<file path="src/ptirq_defines.vh">
// Register map, field positions and reset values of the pressure threshold interrupt block
`ifndef PTIRQ_DEFINES_VH
`define PTIRQ_DEFINES_VH
`define PTIRQ_ADDR_THS_LOW 8'h32
`define PTIRQ_ADDR_THS_HIGH 8'h33
`define PTIRQ_ADDR_CFG 8'h34
`define PTIRQ_ADDR_SRC 8'h35
`define PTIRQ_ADDR_ACK 8'h36
`define PTIRQ_THS_RESET 8'h00
`define PTIRQ_CFG_RESET 3'h0
`define PTIRQ_CFG_HIGH_EN 0
`define PTIRQ_CFG_LOW_EN 1
`define PTIRQ_CFG_LATCH 2
`define PTIRQ_SRC_HIGH 0
`define PTIRQ_SRC_LOW 1
`define PTIRQ_SRC_ACTIVE 2
`define PTIRQ_PAD_GND 3'h0
`define PTIRQ_PAD_HIGH 3'h1
`define PTIRQ_PAD_LOW 3'h2
`define PTIRQ_PAD_EITHER 3'h3
`define PTIRQ_PAD_DRDY 3'h4
`define PTIRQ_PAD_TRI 3'h7
`endif

</file>
<file path="src/ptirq_pad_route.v">
// Routing of pressure events onto one interrupt pad by a three-bit code
`timescale 1ns/1ps
`default_nettype none
`include "ptirq_defines.vh"
module ptirq_pad_route (
	input wire [2:0] route_code,
	input wire high_event,
	input wire low_event,
	input wire data_ready,
	output reg pad_level,
	output reg pad_enable
);
	always @* begin
		pad_level = 1'b0;
		pad_enable = 1'b1;
		case (route_code)
			`PTIRQ_PAD_HIGH: pad_level = high_event;
			`PTIRQ_PAD_LOW: pad_level = low_event;
			`PTIRQ_PAD_EITHER: pad_level = high_event | low_event;
			`PTIRQ_PAD_DRDY: pad_level = data_ready;
			`PTIRQ_PAD_TRI: pad_enable = 1'b0;
			default: pad_level = 1'b0;
		endcase
	end
endmodule // ptirq_pad_route
`default_nettype wire

</file>
<file path="src/ptirq_core.v">
// Threshold comparison, event source register and register access of the pressure interrupt
`timescale 1ns/1ps
`default_nettype none
`include "ptirq_defines.vh"
// Notes on behaviour
// - Threshold is high byte then low byte
// - Threshold bytes reset to zero
// - High enable: delta above threshold requests
// - Low enable: delta below threshold requests
// - Latch bit holds flags until acknowledged
// - Latch and enables reset to zero
// - Active flag set when any event
// - Separate low and high event flags
// - Acknowledge read clears latched flags
// - Delta is reference minus measured pressure
// - Pads routed by three-bit code
module ptirq_core #(
	parameter REG_WIDTH = 8,
	parameter ADDR_WIDTH = 8
) (
	input wire clock,
	input wire nrst,
	input wire reg_write,
	input wire reg_read,
	input wire [ADDR_WIDTH-1:0] reg_addr,
	input wire [REG_WIDTH-1:0] reg_wdata,
	output reg [REG_WIDTH-1:0] reg_rdata,
	input wire sample_valid,
	input wire [2*REG_WIDTH-1:0] measured_pressure,
	input wire [2*REG_WIDTH-1:0] reference_pressure,
	input wire [2:0] first_pad_route,
	input wire [2:0] second_pad_route,
	output wire first_interrupt_pad,
	output wire first_interrupt_pad_oe,
	output wire second_interrupt_pad,
	output wire second_interrupt_pad_oe
);
	localparam PRESSURE_WIDTH = 2 * REG_WIDTH;

	reg [REG_WIDTH-1:0] threshold_low_byte;
	reg [REG_WIDTH-1:0] threshold_high_byte;
	reg high_event_enable;
	reg low_event_enable;
	reg latch_request_mode;
	reg high_event_flag;
	reg low_event_flag;
	reg data_ready;
	wire [PRESSURE_WIDTH-1:0] threshold;
	wire [PRESSURE_WIDTH-1:0] delta_pressure;
	wire high_hit;
	wire low_hit;
	wire ack_read;
	wire wr_threshold_low;
	wire wr_threshold_high;
	wire wr_config;
	wire interrupt_active_flag;
	wire [REG_WIDTH-1:0] config_view;
	wire [REG_WIDTH-1:0] source_view;
	wire [5:0] pad_routes;
	wire [1:0] pad_levels;
	wire [1:0] pad_enables;
	reg [REG_WIDTH-1:0] next_rdata;
	reg next_high;
	reg next_low;

	////////////////////////////////////////////////////////////////////////////
	// threshold assembly
	assign threshold = {threshold_high_byte, threshold_low_byte};
	assign delta_pressure = reference_pressure - measured_pressure;
	assign high_hit = high_event_enable && (delta_pressure > threshold);
	assign low_hit = low_event_enable && (delta_pressure < threshold);

	// Register access decode
	assign ack_read = reg_read && (reg_addr == `PTIRQ_ADDR_ACK);
	assign wr_threshold_low = reg_write && (reg_addr == `PTIRQ_ADDR_THS_LOW);
	assign wr_threshold_high = reg_write && (reg_addr == `PTIRQ_ADDR_THS_HIGH);
	assign wr_config = reg_write && (reg_addr == `PTIRQ_ADDR_CFG);

	assign interrupt_active_flag = high_event_flag | low_event_flag;

	assign config_view = {{(REG_WIDTH-3){1'h0}}, latch_request_mode, low_event_enable,
		high_event_enable};
	assign source_view = {{(REG_WIDTH-3){1'h0}}, interrupt_active_flag, low_event_flag,
		high_event_flag};

	////////////////////////////////////////////////////////////////////////////
	// Register writes
	// threshold low byte reset
	always @(posedge clock or negedge nrst) begin
		if (!nrst) begin
			threshold_low_byte <= `PTIRQ_THS_RESET;
		end else if (wr_threshold_low) begin
			threshold_low_byte <= reg_wdata;
		end
	end

	always @(posedge clock or negedge nrst) begin
		if (!nrst) begin
			threshold_high_byte <= `PTIRQ_THS_RESET;
		end else if (wr_threshold_high) begin
			threshold_high_byte <= reg_wdata;
		end
	end

	always @(posedge clock or negedge nrst) begin
		if (!nrst) begin
			{latch_request_mode, low_event_enable, high_event_enable} <= `PTIRQ_CFG_RESET;
		end else if (wr_config) begin
			high_event_enable <= reg_wdata[`PTIRQ_CFG_HIGH_EN];
			low_event_enable <= reg_wdata[`PTIRQ_CFG_LOW_EN];
			latch_request_mode <= reg_wdata[`PTIRQ_CFG_LATCH];
		end
	end

	////////////////////////////////////////////////////////////////////////////
	// Event flags
	always @* begin
		next_high = high_event_flag;
		next_low = low_event_flag;
		if (!latch_request_mode) begin
			if (sample_valid) begin
				next_high = high_hit;
				next_low = low_hit;
			end
		end else begin
			if (ack_read) begin
				next_high = 1'b0;
				next_low = 1'b0;
			end
			// new sample sets, wins over clear
			if (sample_valid) begin
				next_high = next_high | high_hit;
				next_low = next_low | low_hit;
			end
		end
	end

	always @(posedge clock or negedge nrst) begin
		if (!nrst) begin
			high_event_flag <= 1'h0;
			low_event_flag <= 1'h0;
		end else begin
			high_event_flag <= next_high;
			low_event_flag <= next_low;
		end
	end

	// Data ready pulse, one cycle after each sample
	always @(posedge clock or negedge nrst) begin
		if (!nrst) begin
			data_ready <= 1'h0;
		end else begin
			data_ready <= sample_valid;
		end
	end

	////////////////////////////////////////////////////////////////////////////
	// Read data, held until the next read
	always @* begin
		next_rdata = reg_rdata;
		if (reg_read) begin
			case (reg_addr)
				`PTIRQ_ADDR_THS_LOW: next_rdata = threshold_low_byte;
				`PTIRQ_ADDR_THS_HIGH: next_rdata = threshold_high_byte;
				`PTIRQ_ADDR_CFG: next_rdata = config_view;
				`PTIRQ_ADDR_SRC: next_rdata = source_view;
				default: next_rdata = {REG_WIDTH{1'h0}};
			endcase
		end
	end

	always @(posedge clock or negedge nrst) begin
		if (!nrst) begin
			reg_rdata <= {REG_WIDTH{1'h0}};
		end else begin
			reg_rdata <= next_rdata;
		end
	end

	////////////////////////////////////////////////////////////////////////////
	// pad routing, one decoder per pad
	assign pad_routes = {second_pad_route, first_pad_route};
	assign first_interrupt_pad = pad_levels[0];
	assign first_interrupt_pad_oe = pad_enables[0];
	assign second_interrupt_pad = pad_levels[1];
	assign second_interrupt_pad_oe = pad_enables[1];

	genvar pad_index;
	generate
		for (pad_index = 0; pad_index < 2; pad_index = pad_index + 1) begin : g_pad
			ptirq_pad_route u_route (
				.route_code(pad_routes[3*pad_index +: 3]),
				.high_event(high_event_flag),
				.low_event(low_event_flag),
				.data_ready(data_ready),
				.pad_level(pad_levels[pad_index]),
				.pad_enable(pad_enables[pad_index])
			);
		end
	endgenerate

endmodule // ptirq_core
`default_nettype wire

</file>
<file path="config.mk">
export PLATFORM = sky130hd
export DESIGN_NAME = ptirq_core
export DESIGN_NICKNAME = d
export VERILOG_FILES = /design/src/ptirq_pad_route.v /design/src/ptirq_core.v
export VERILOG_INCLUDE_DIRS = /design/src
export SDC_FILE = /design/constraint.sdc
export NUM_CORES = 1
export LEC_CHECK = 0
export ABC_AREA = 1
export BUFFER_PORTS_ARGS = -buffer_cell sky130_fd_sc_hd__buf_4
export CAP_MARGIN = 20
export CORE_MARGIN = 4
export CORE_UTILIZATION = 55
export DETAILED_ROUTE_END_ITERATION = 7
export GPL_TIMING_DRIVEN = 1
export PLACE_DENSITY = 0.93
export SETUP_SLACK_MARGIN = 0.05
export SKIP_CTS_REPAIR_TIMING = 1
export SLEW_MARGIN = 20
export SYNTH_ARGS = -nofsm -noshare
export SYNTH_HDL_FRONTEND = slang
export SYNTH_SLANG_ARGS = --single-unit
</file>
<file path="constraint.sdc">
create_clock -name clock -period 4.14 [get_ports clock]
set_input_delay 0.828 -clock clock [delete_from_list [all_inputs] [get_ports clock]]
set_output_delay 0.828 -clock clock [all_outputs]
set_load 0.01 [all_outputs]
</file>
==> reports/metrics.cfg, run 1 <==
[outcome]
status=finished clean

[power]
ir_worst_vdd_mv=0.124
power_density_nw_per_um2=270
leakagePower_uw=0.00203

[sta]
fin_crit_sh_pct=74.3
finalSetupViolCount=0
clock.fmax_mhz=325
setup_tns_ns=0
timing_hold_violations_final=0
worst_pin_slew_ns=0.521
drv_slew=0
fin_crit_ns=3.08
worst_hold_slack_ns=0.458
fin_skew_ns=0.00192
grt_setup_unrepaired=false
slew_headroom_pct=65.1

[yosys]
ys_warn_count=0
syn_nets=501
syn_area_per_cell_um2=6.76
synth_area_um2=2770
seq_area_frac_synth_pct=27.1
ys_ff_latch=30
yosysUniqueCellTypes=35
syn_inst=410

[flow_run]
cap_viol_max_count=0

[cells_and_area]
area_delta_synth_final_pct=24.8
nets=574
diodes=0
multi_input_area_um2=1730
register_area_um2=751
drive_gt1_share_pct=18.2
fill_cells=393
utilization_pct=72.2

[clock_network]
htreeDepth=2
cts_buffers=5
cts_buffer_depth=2
cts_tree=yes
cts-root-buf=clkbuf_8
clkSlewWorstSetupHoldPaths_ns=0.06
clk_latency_ns=0.28
cts_sinks=30

[critical_path]
start_kind=input port
crit_type=in -> reg
cp.required_ns=4.32
cp.arrival_ns=3.25
crit_fanout=3
end_kind=register

[grt]
antenna_found_initial=0
grt_pass1_vias=2829
grt_pass1_wl_mm=11.9
track_usage_pct=23.7
overflow=0
grt_max_degree=31

[drt]
drtIter0Drc=226
dr.pass1.iters=5
wl_per_cell_um=12.8
routed-via-count=2989
drc=0
postRouteAntennaNets=0
wirelength_mm=7.06
viasPerCell=5.43

[place]
io_buffers=70
gp_congestion=0.944
dp_hpwl_mm=5.66

[floorplanning]
start_util_pct=57.9
dieArea_um2=6240
ioPinCount=71
num_rows=25
dieHeight_um=79.0
die_x_um=79.0
fp.coreArea_um2=4790

[worst_hold_path]
hold_class=in -> async

==> metrics by stage <==
step	power [uW]	cells	cell area (um^2)	setup WS (ns)
2_1_floorplan	519	410	2770	1.19
3_3_place_gp	619	543	3340	0.939
3_5_place_dp	633	543	3340	0.821
4_1_cts	931	550	3460	1.10
5_1_grt	994	550	3460	0.773
6_report	935	550	3460	1.06
==> synthesized netlist by cell type (all sizes together) <==
cell type / n / area, um^2
buf: 4 / 35.0
xnor2: 2 / 17.5
nor2: 22 / 114
nand3b: 2 / 15.0
nor3: 5 / 36.3
clkinv: 1 / 3.75
dfrtp: 30 / 751
o21ai: 38 / 198
ha: 31 / 388
o31ai: 4 / 30.0
inv: 68 / 255
fa: 1 / 20.0
and2: 2 / 12.5
and3: 1 / 6.26
a21oi: 20 / 100
xor2: 5 / 43.8
nand3: 20 / 100
nand4: 5 / 31.3
a32oi: 2 / 17.5
o22ai: 5 / 31.3
o211ai: 2 / 15.0
nand2: 137 / 527
nor3b: 1 / 7.51
a21o: 1 / 7.51
o21a: 1 / 7.51
==> registers in the layout (all words and copies together), names as in the netlist <==
signal,flops
data_ready,1
high_event_enable,1
high_event_flag,1
latch_request_mode,1
low_event_enable,1
low_event_flag,1
reg_rdata,8
threshold_high_byte,8
threshold_low_byte,8
==> area by class of cell <==
type	count	share of cell area, %
inverters	69	7.49
clock buffers	6	2.39
clock inverters	1	0.869
well taps	67	2.42
multi-input cells	307	49.9
flip-flops and latches	30	21.7
repair buffers	70	15.2
==> cell families after synthesis <==
| group | count (synthesis) | share of synthesized area [%] |
|---|---|---|
| AOI/OAI and AO/OA | 73 | 14.7 |
| xor gates and xnor gates | 7 | 2.21 |
| adders and majority gates | 32 | 14.7 |
| buffers and inverters | 73 | 10.6 |
| DFF | 30 | 27.1 |
| and+or+nand+nor | 195 | 30.7 |
==> metal layers <==
metal / global-route usage, % / wire, um / up-vias / part of all wire, %
met4: 10.5 / 211 / 0 / 3.0
met5: 0 / 0 / - / 0
li1: - / - / 1475 / -
met3: 3.51 / 603 / 26 / 8.5
met1: 26.9 / 2710 / 1331 / 38
met2: 43.6 / 3530 / 157 / 50
==> critical path, cell delays in order <==
cell and delay (ns):
buf_4 0.11, ha_1 0.22, fa_1 0.42, o21ai_1 0.28, nand2_1 0.08, nand2_1 0.12
nand2_1 0.08, nand3_1 0.08, nand2_1 0.06, ha_1 0.26, nand2_1 0.07, nor2_1 0.15
nor3b_1 0.24, nand2_1 0.11, nand3b_1 0.10, nand2_1 0.05
==> final timing paths <==
kind	startpoint	end	slack (ns)	cells after the start
hold reg to reg	reg_rdata[3]	reg_rdata[3]	0.48	2
setup reg to reg	threshold_high_byte[3]	high_event_flag	2.57	10
setup / recovery	measured_pressure[0]	low_event_flag	1.06	16
max in group asynchronous	nrst	threshold_low_byte[0]	3.41	1
min in group clock	reg_rdata[3]	reg_rdata[3]	0.48	2
hold / removal	nrst	reg_rdata[1]	0.46	1
==> cells in the final DEF, fill, tap and decap left out, types with 2 or more instances in the layout <==
cell type | synthesis | routed
nor2_1 | 17 | 17
ha_1 | 31 | 31
o21ai_0 | 25 | 25
nor3_1 | 4 | 4
nand2_2 | 2 | 2
and2_1 | 2 | 2
o31ai_1 | 4 | 4
xnor2_1 | 2 | 2
nand3_1 | 20 | 20
nor2_2 | 3 | 3
a21oi_1 | 20 | 20
inv_1 | 68 | 68
o21ai_1 | 11 | 11
nand3b_1 | 2 | 2
o211ai_1 | 2 | 2
clkbuf_8 | 0 | 6
nand2_1 | 134 | 134
nand4_1 | 5 | 5
a32oi_1 | 2 | 2
o21ai_2 | 2 | 2
dfrtp_1 | 30 | 30
xor2_1 | 5 | 5
buf_4 | 1 | 70
o22ai_1 | 5 | 5
==> report_power, final <==
group          leakage, uW  internal, uW  total (uW)  switching [uW]
registers         0.000340           313         322            9.79
logic              0.00163           129         310             181
clock network    0.0000573           192         302             110
total              0.00203           634         935             301
(Power assumes the default switching activity.)
==> run 2: changes to the inputs <==
CORE_UTILIZATION = 49   (was 55)
PLACE_DENSITY = 0.89   (was 0.93)
clock period = 2.75 ns   (was 4.14 ns; I/O delays follow)
==> reports/metrics.cfg, run 2 (same netlist as run 1, synthesis figures left out) <==
[outcome]
status=finished clean

[drt]
postRouteAntennaNets=0  ; unchanged
routed-via-count=2945  ; -1.5%
dr.pass1.iters=4  ; -1
drtIter0Drc=160  ; -29%
drc=0  ; unchanged
wl_per_cell_um=12.1  ; -6.0%
wirelength_mm=6.90  ; -2.2%
viasPerCell=5.15  ; -5.3%

[sta]
clock.fmax_mhz=392
worst_hold_slack_ns=0.175  ; -0.283 ns
setup_tns_ns=0  ; unchanged
fin_crit_sh_pct=92.9
fin_skew_ns=0.00479  ; +0.00287 ns
finalSetupViolCount=0  ; unchanged
slew_headroom_pct=73.7  ; +8.6 points
timing_hold_violations_final=0  ; unchanged
worst_pin_slew_ns=0.391  ; -0.130 ns
fin_crit_ns=2.55
grt_setup_unrepaired=false
drv_slew=0  ; unchanged

[place]
io_buffers=70  ; unchanged
dp_hpwl_mm=5.71  ; +0.86%
gp_congestion=0.929  ; -1.6%

[critical_path]
cpPeakStageDelay_ns=0.33  ; -0.09 ns
cp_top_family=simple AND/OR/NAND/NOR gates
cp.arrival_ns=2.73  ; -0.52 ns
slowest_stage=ha_1
critical_path.most_common_cell=nand2_1
start_kind=input port
cp_cell_sequence=buf_4 -> inv_1 -> ha_1 -> a21oi_1 -> o21ai_2 -> nand2_1 -> nand2_1 -> nand2_1 -> nand2_1 -> nand2_1 -> nand2_1 -> ha_1 -> nand2_1 -> inv_1 -> nand2_1 -> nand2_1 -> a21oi_2 -> nand2_1 -> nand2_1 -> nand2_1
critPathBufInv=3  ; +2
crit_fanout=4  ; +1
cp.required_ns=2.93  ; -1.39 ns
crit_type=in -> reg
end_kind=register

[floorplanning]
dieArea_um2=6920  ; +11%
num_rows=27  ; +8.0%
die_x_um=83.2  ; +5.3%
ioPinCount=71  ; unchanged
start_util_pct=50.3  ; -7.6 points
fp.coreArea_um2=5510  ; +15%
dieHeight_um=83.2  ; +5.3%

[grt]
track_usage_pct=20.2  ; -3.5 points
use_met1_pct=23.4  ; -3.5 points
busiest_layer=met2
grt_pass1_wl_mm=12.0  ; +0.34%
grt_max_degree=31  ; unchanged
grt_pass1_vias=2879  ; +1.8%
grt_use_met3_pct=4.96  ; +1.4 points
overflow=0  ; unchanged
gr-usage-met2_pct=36.6  ; -7.0 points
antenna_found_initial=0  ; unchanged

[cells_and_area]
drive_gt1_share_pct=23.2  ; +5.0 points
final_cell_mix=nand2_1, buf_4, inv_1
final_common_cell=nand2_1
area_delta_synth_final_pct=30.0
reg.largest.list=reg_rdata (8), threshold_high_byte (8), threshold_low_byte (8)
nets=590  ; +2.8%
diodes=0  ; unchanged

[clock_network]
clkSlewWorstSetupHoldPaths_ns=0.07  ; about the same
cts_sinks=30  ; unchanged
cts_buffer_depth=2  ; unchanged
cts-root-buf=clkbuf_8
htreeDepth=2  ; unchanged
cts_buffers=5  ; unchanged
clk_latency_ns=0.29  ; about the same
cts_tree=yes

[flow_run]
cap_viol_max_count=0  ; unchanged

[power]
leakagePower_uw=0.00210  ; +3.4%
power_density_nw_per_um2=382  ; +41%
ir_worst_vdd_mv=0.242  ; +94%

[worst_hold_path]
hold_class=in -> async

==> run 2: cell count changes in the layout (fill, tap and decap cells not counted), moves of 2 or more <==
cell | before | now
o21ai_2 | 2 | 4
buf_4 | 70 | 86
nor2_1 | 17 | 15
a21oi_2 | 0 | 3
a21oi_1 | 20 | 17
nor2_2 | 3 | 5
==> run 2: worst paths after layout <==
kind	start	endpoint	slack [ns]	cells after the start
hold / removal	nrst	low_event_flag	0.18	1
setup / recovery	measured_pressure[2]	high_event_flag	0.20	20
min in group clock	sample_valid	data_ready	0.40	1
max in group asynchronous	nrst	reg_rdata[5]	2.31	1
setup reg to reg	threshold_high_byte[5]	high_event_flag	1.25	10
hold reg to reg	reg_rdata[0]	reg_rdata[0]	0.48	2
==> run 2: metal layers <==
metal	part of all wire, %	vias to the layer above
met1	41	1303
met5	0	-
met4	2.0	0
met3	7.7	18
li1	-	1510
met2	49	114
==> run 2: report_power, final <==
part	switching, uW	total, uW	leakage, uW	internal, uW
Sequential	15.8	486	0.000340	470
Clock	180	380	0.0000472	201
Combinational	283	509	0.00171	226
Total	478	1380	0.00210	897
==> run 2: worst reg2reg max path, cell delays in order (launching register included) <==
cell and delay (ns):
dfrtp_1 0.36, inv_1 0.11, ha_1 0.27, nand2_1 0.08, inv_1 0.03, o21ai_0 0.13, nand2_1 0.09, a21oi_2 0.15
nand2_1 0.07, nand2_1 0.05, nand2_1 0.04
==> run 2: area by class of cell <==
class	count	area, um^2
flip-flops and latches	30	751
clock buffers	6	82.6
multi-input cells	307	1760
clock inverters	2	12.5
fillers	471	1900
inverters	69	259
repair buffers	86	646
well taps	72	90.1
==> run 2: metrics by stage <==
stage / total power (uW) / setup slack (ns) / std cells / area [um^2] / utilization, %
floorplan: 781 / 0.0813 / 410 / 2770 / -
global placement: 966 / -0.124 / 563 / 3460 / 62.9
detailed placement: 983 / -0.214 / 563 / 3460 / 62.9
CTS: 1360 / 0.0766 / 571 / 3560 / 64.6
global route: 1460 / 0.0181 / 572 / 3600 / 65.4
finish: 1380 / 0.196 / 572 / 3600 / 65.4
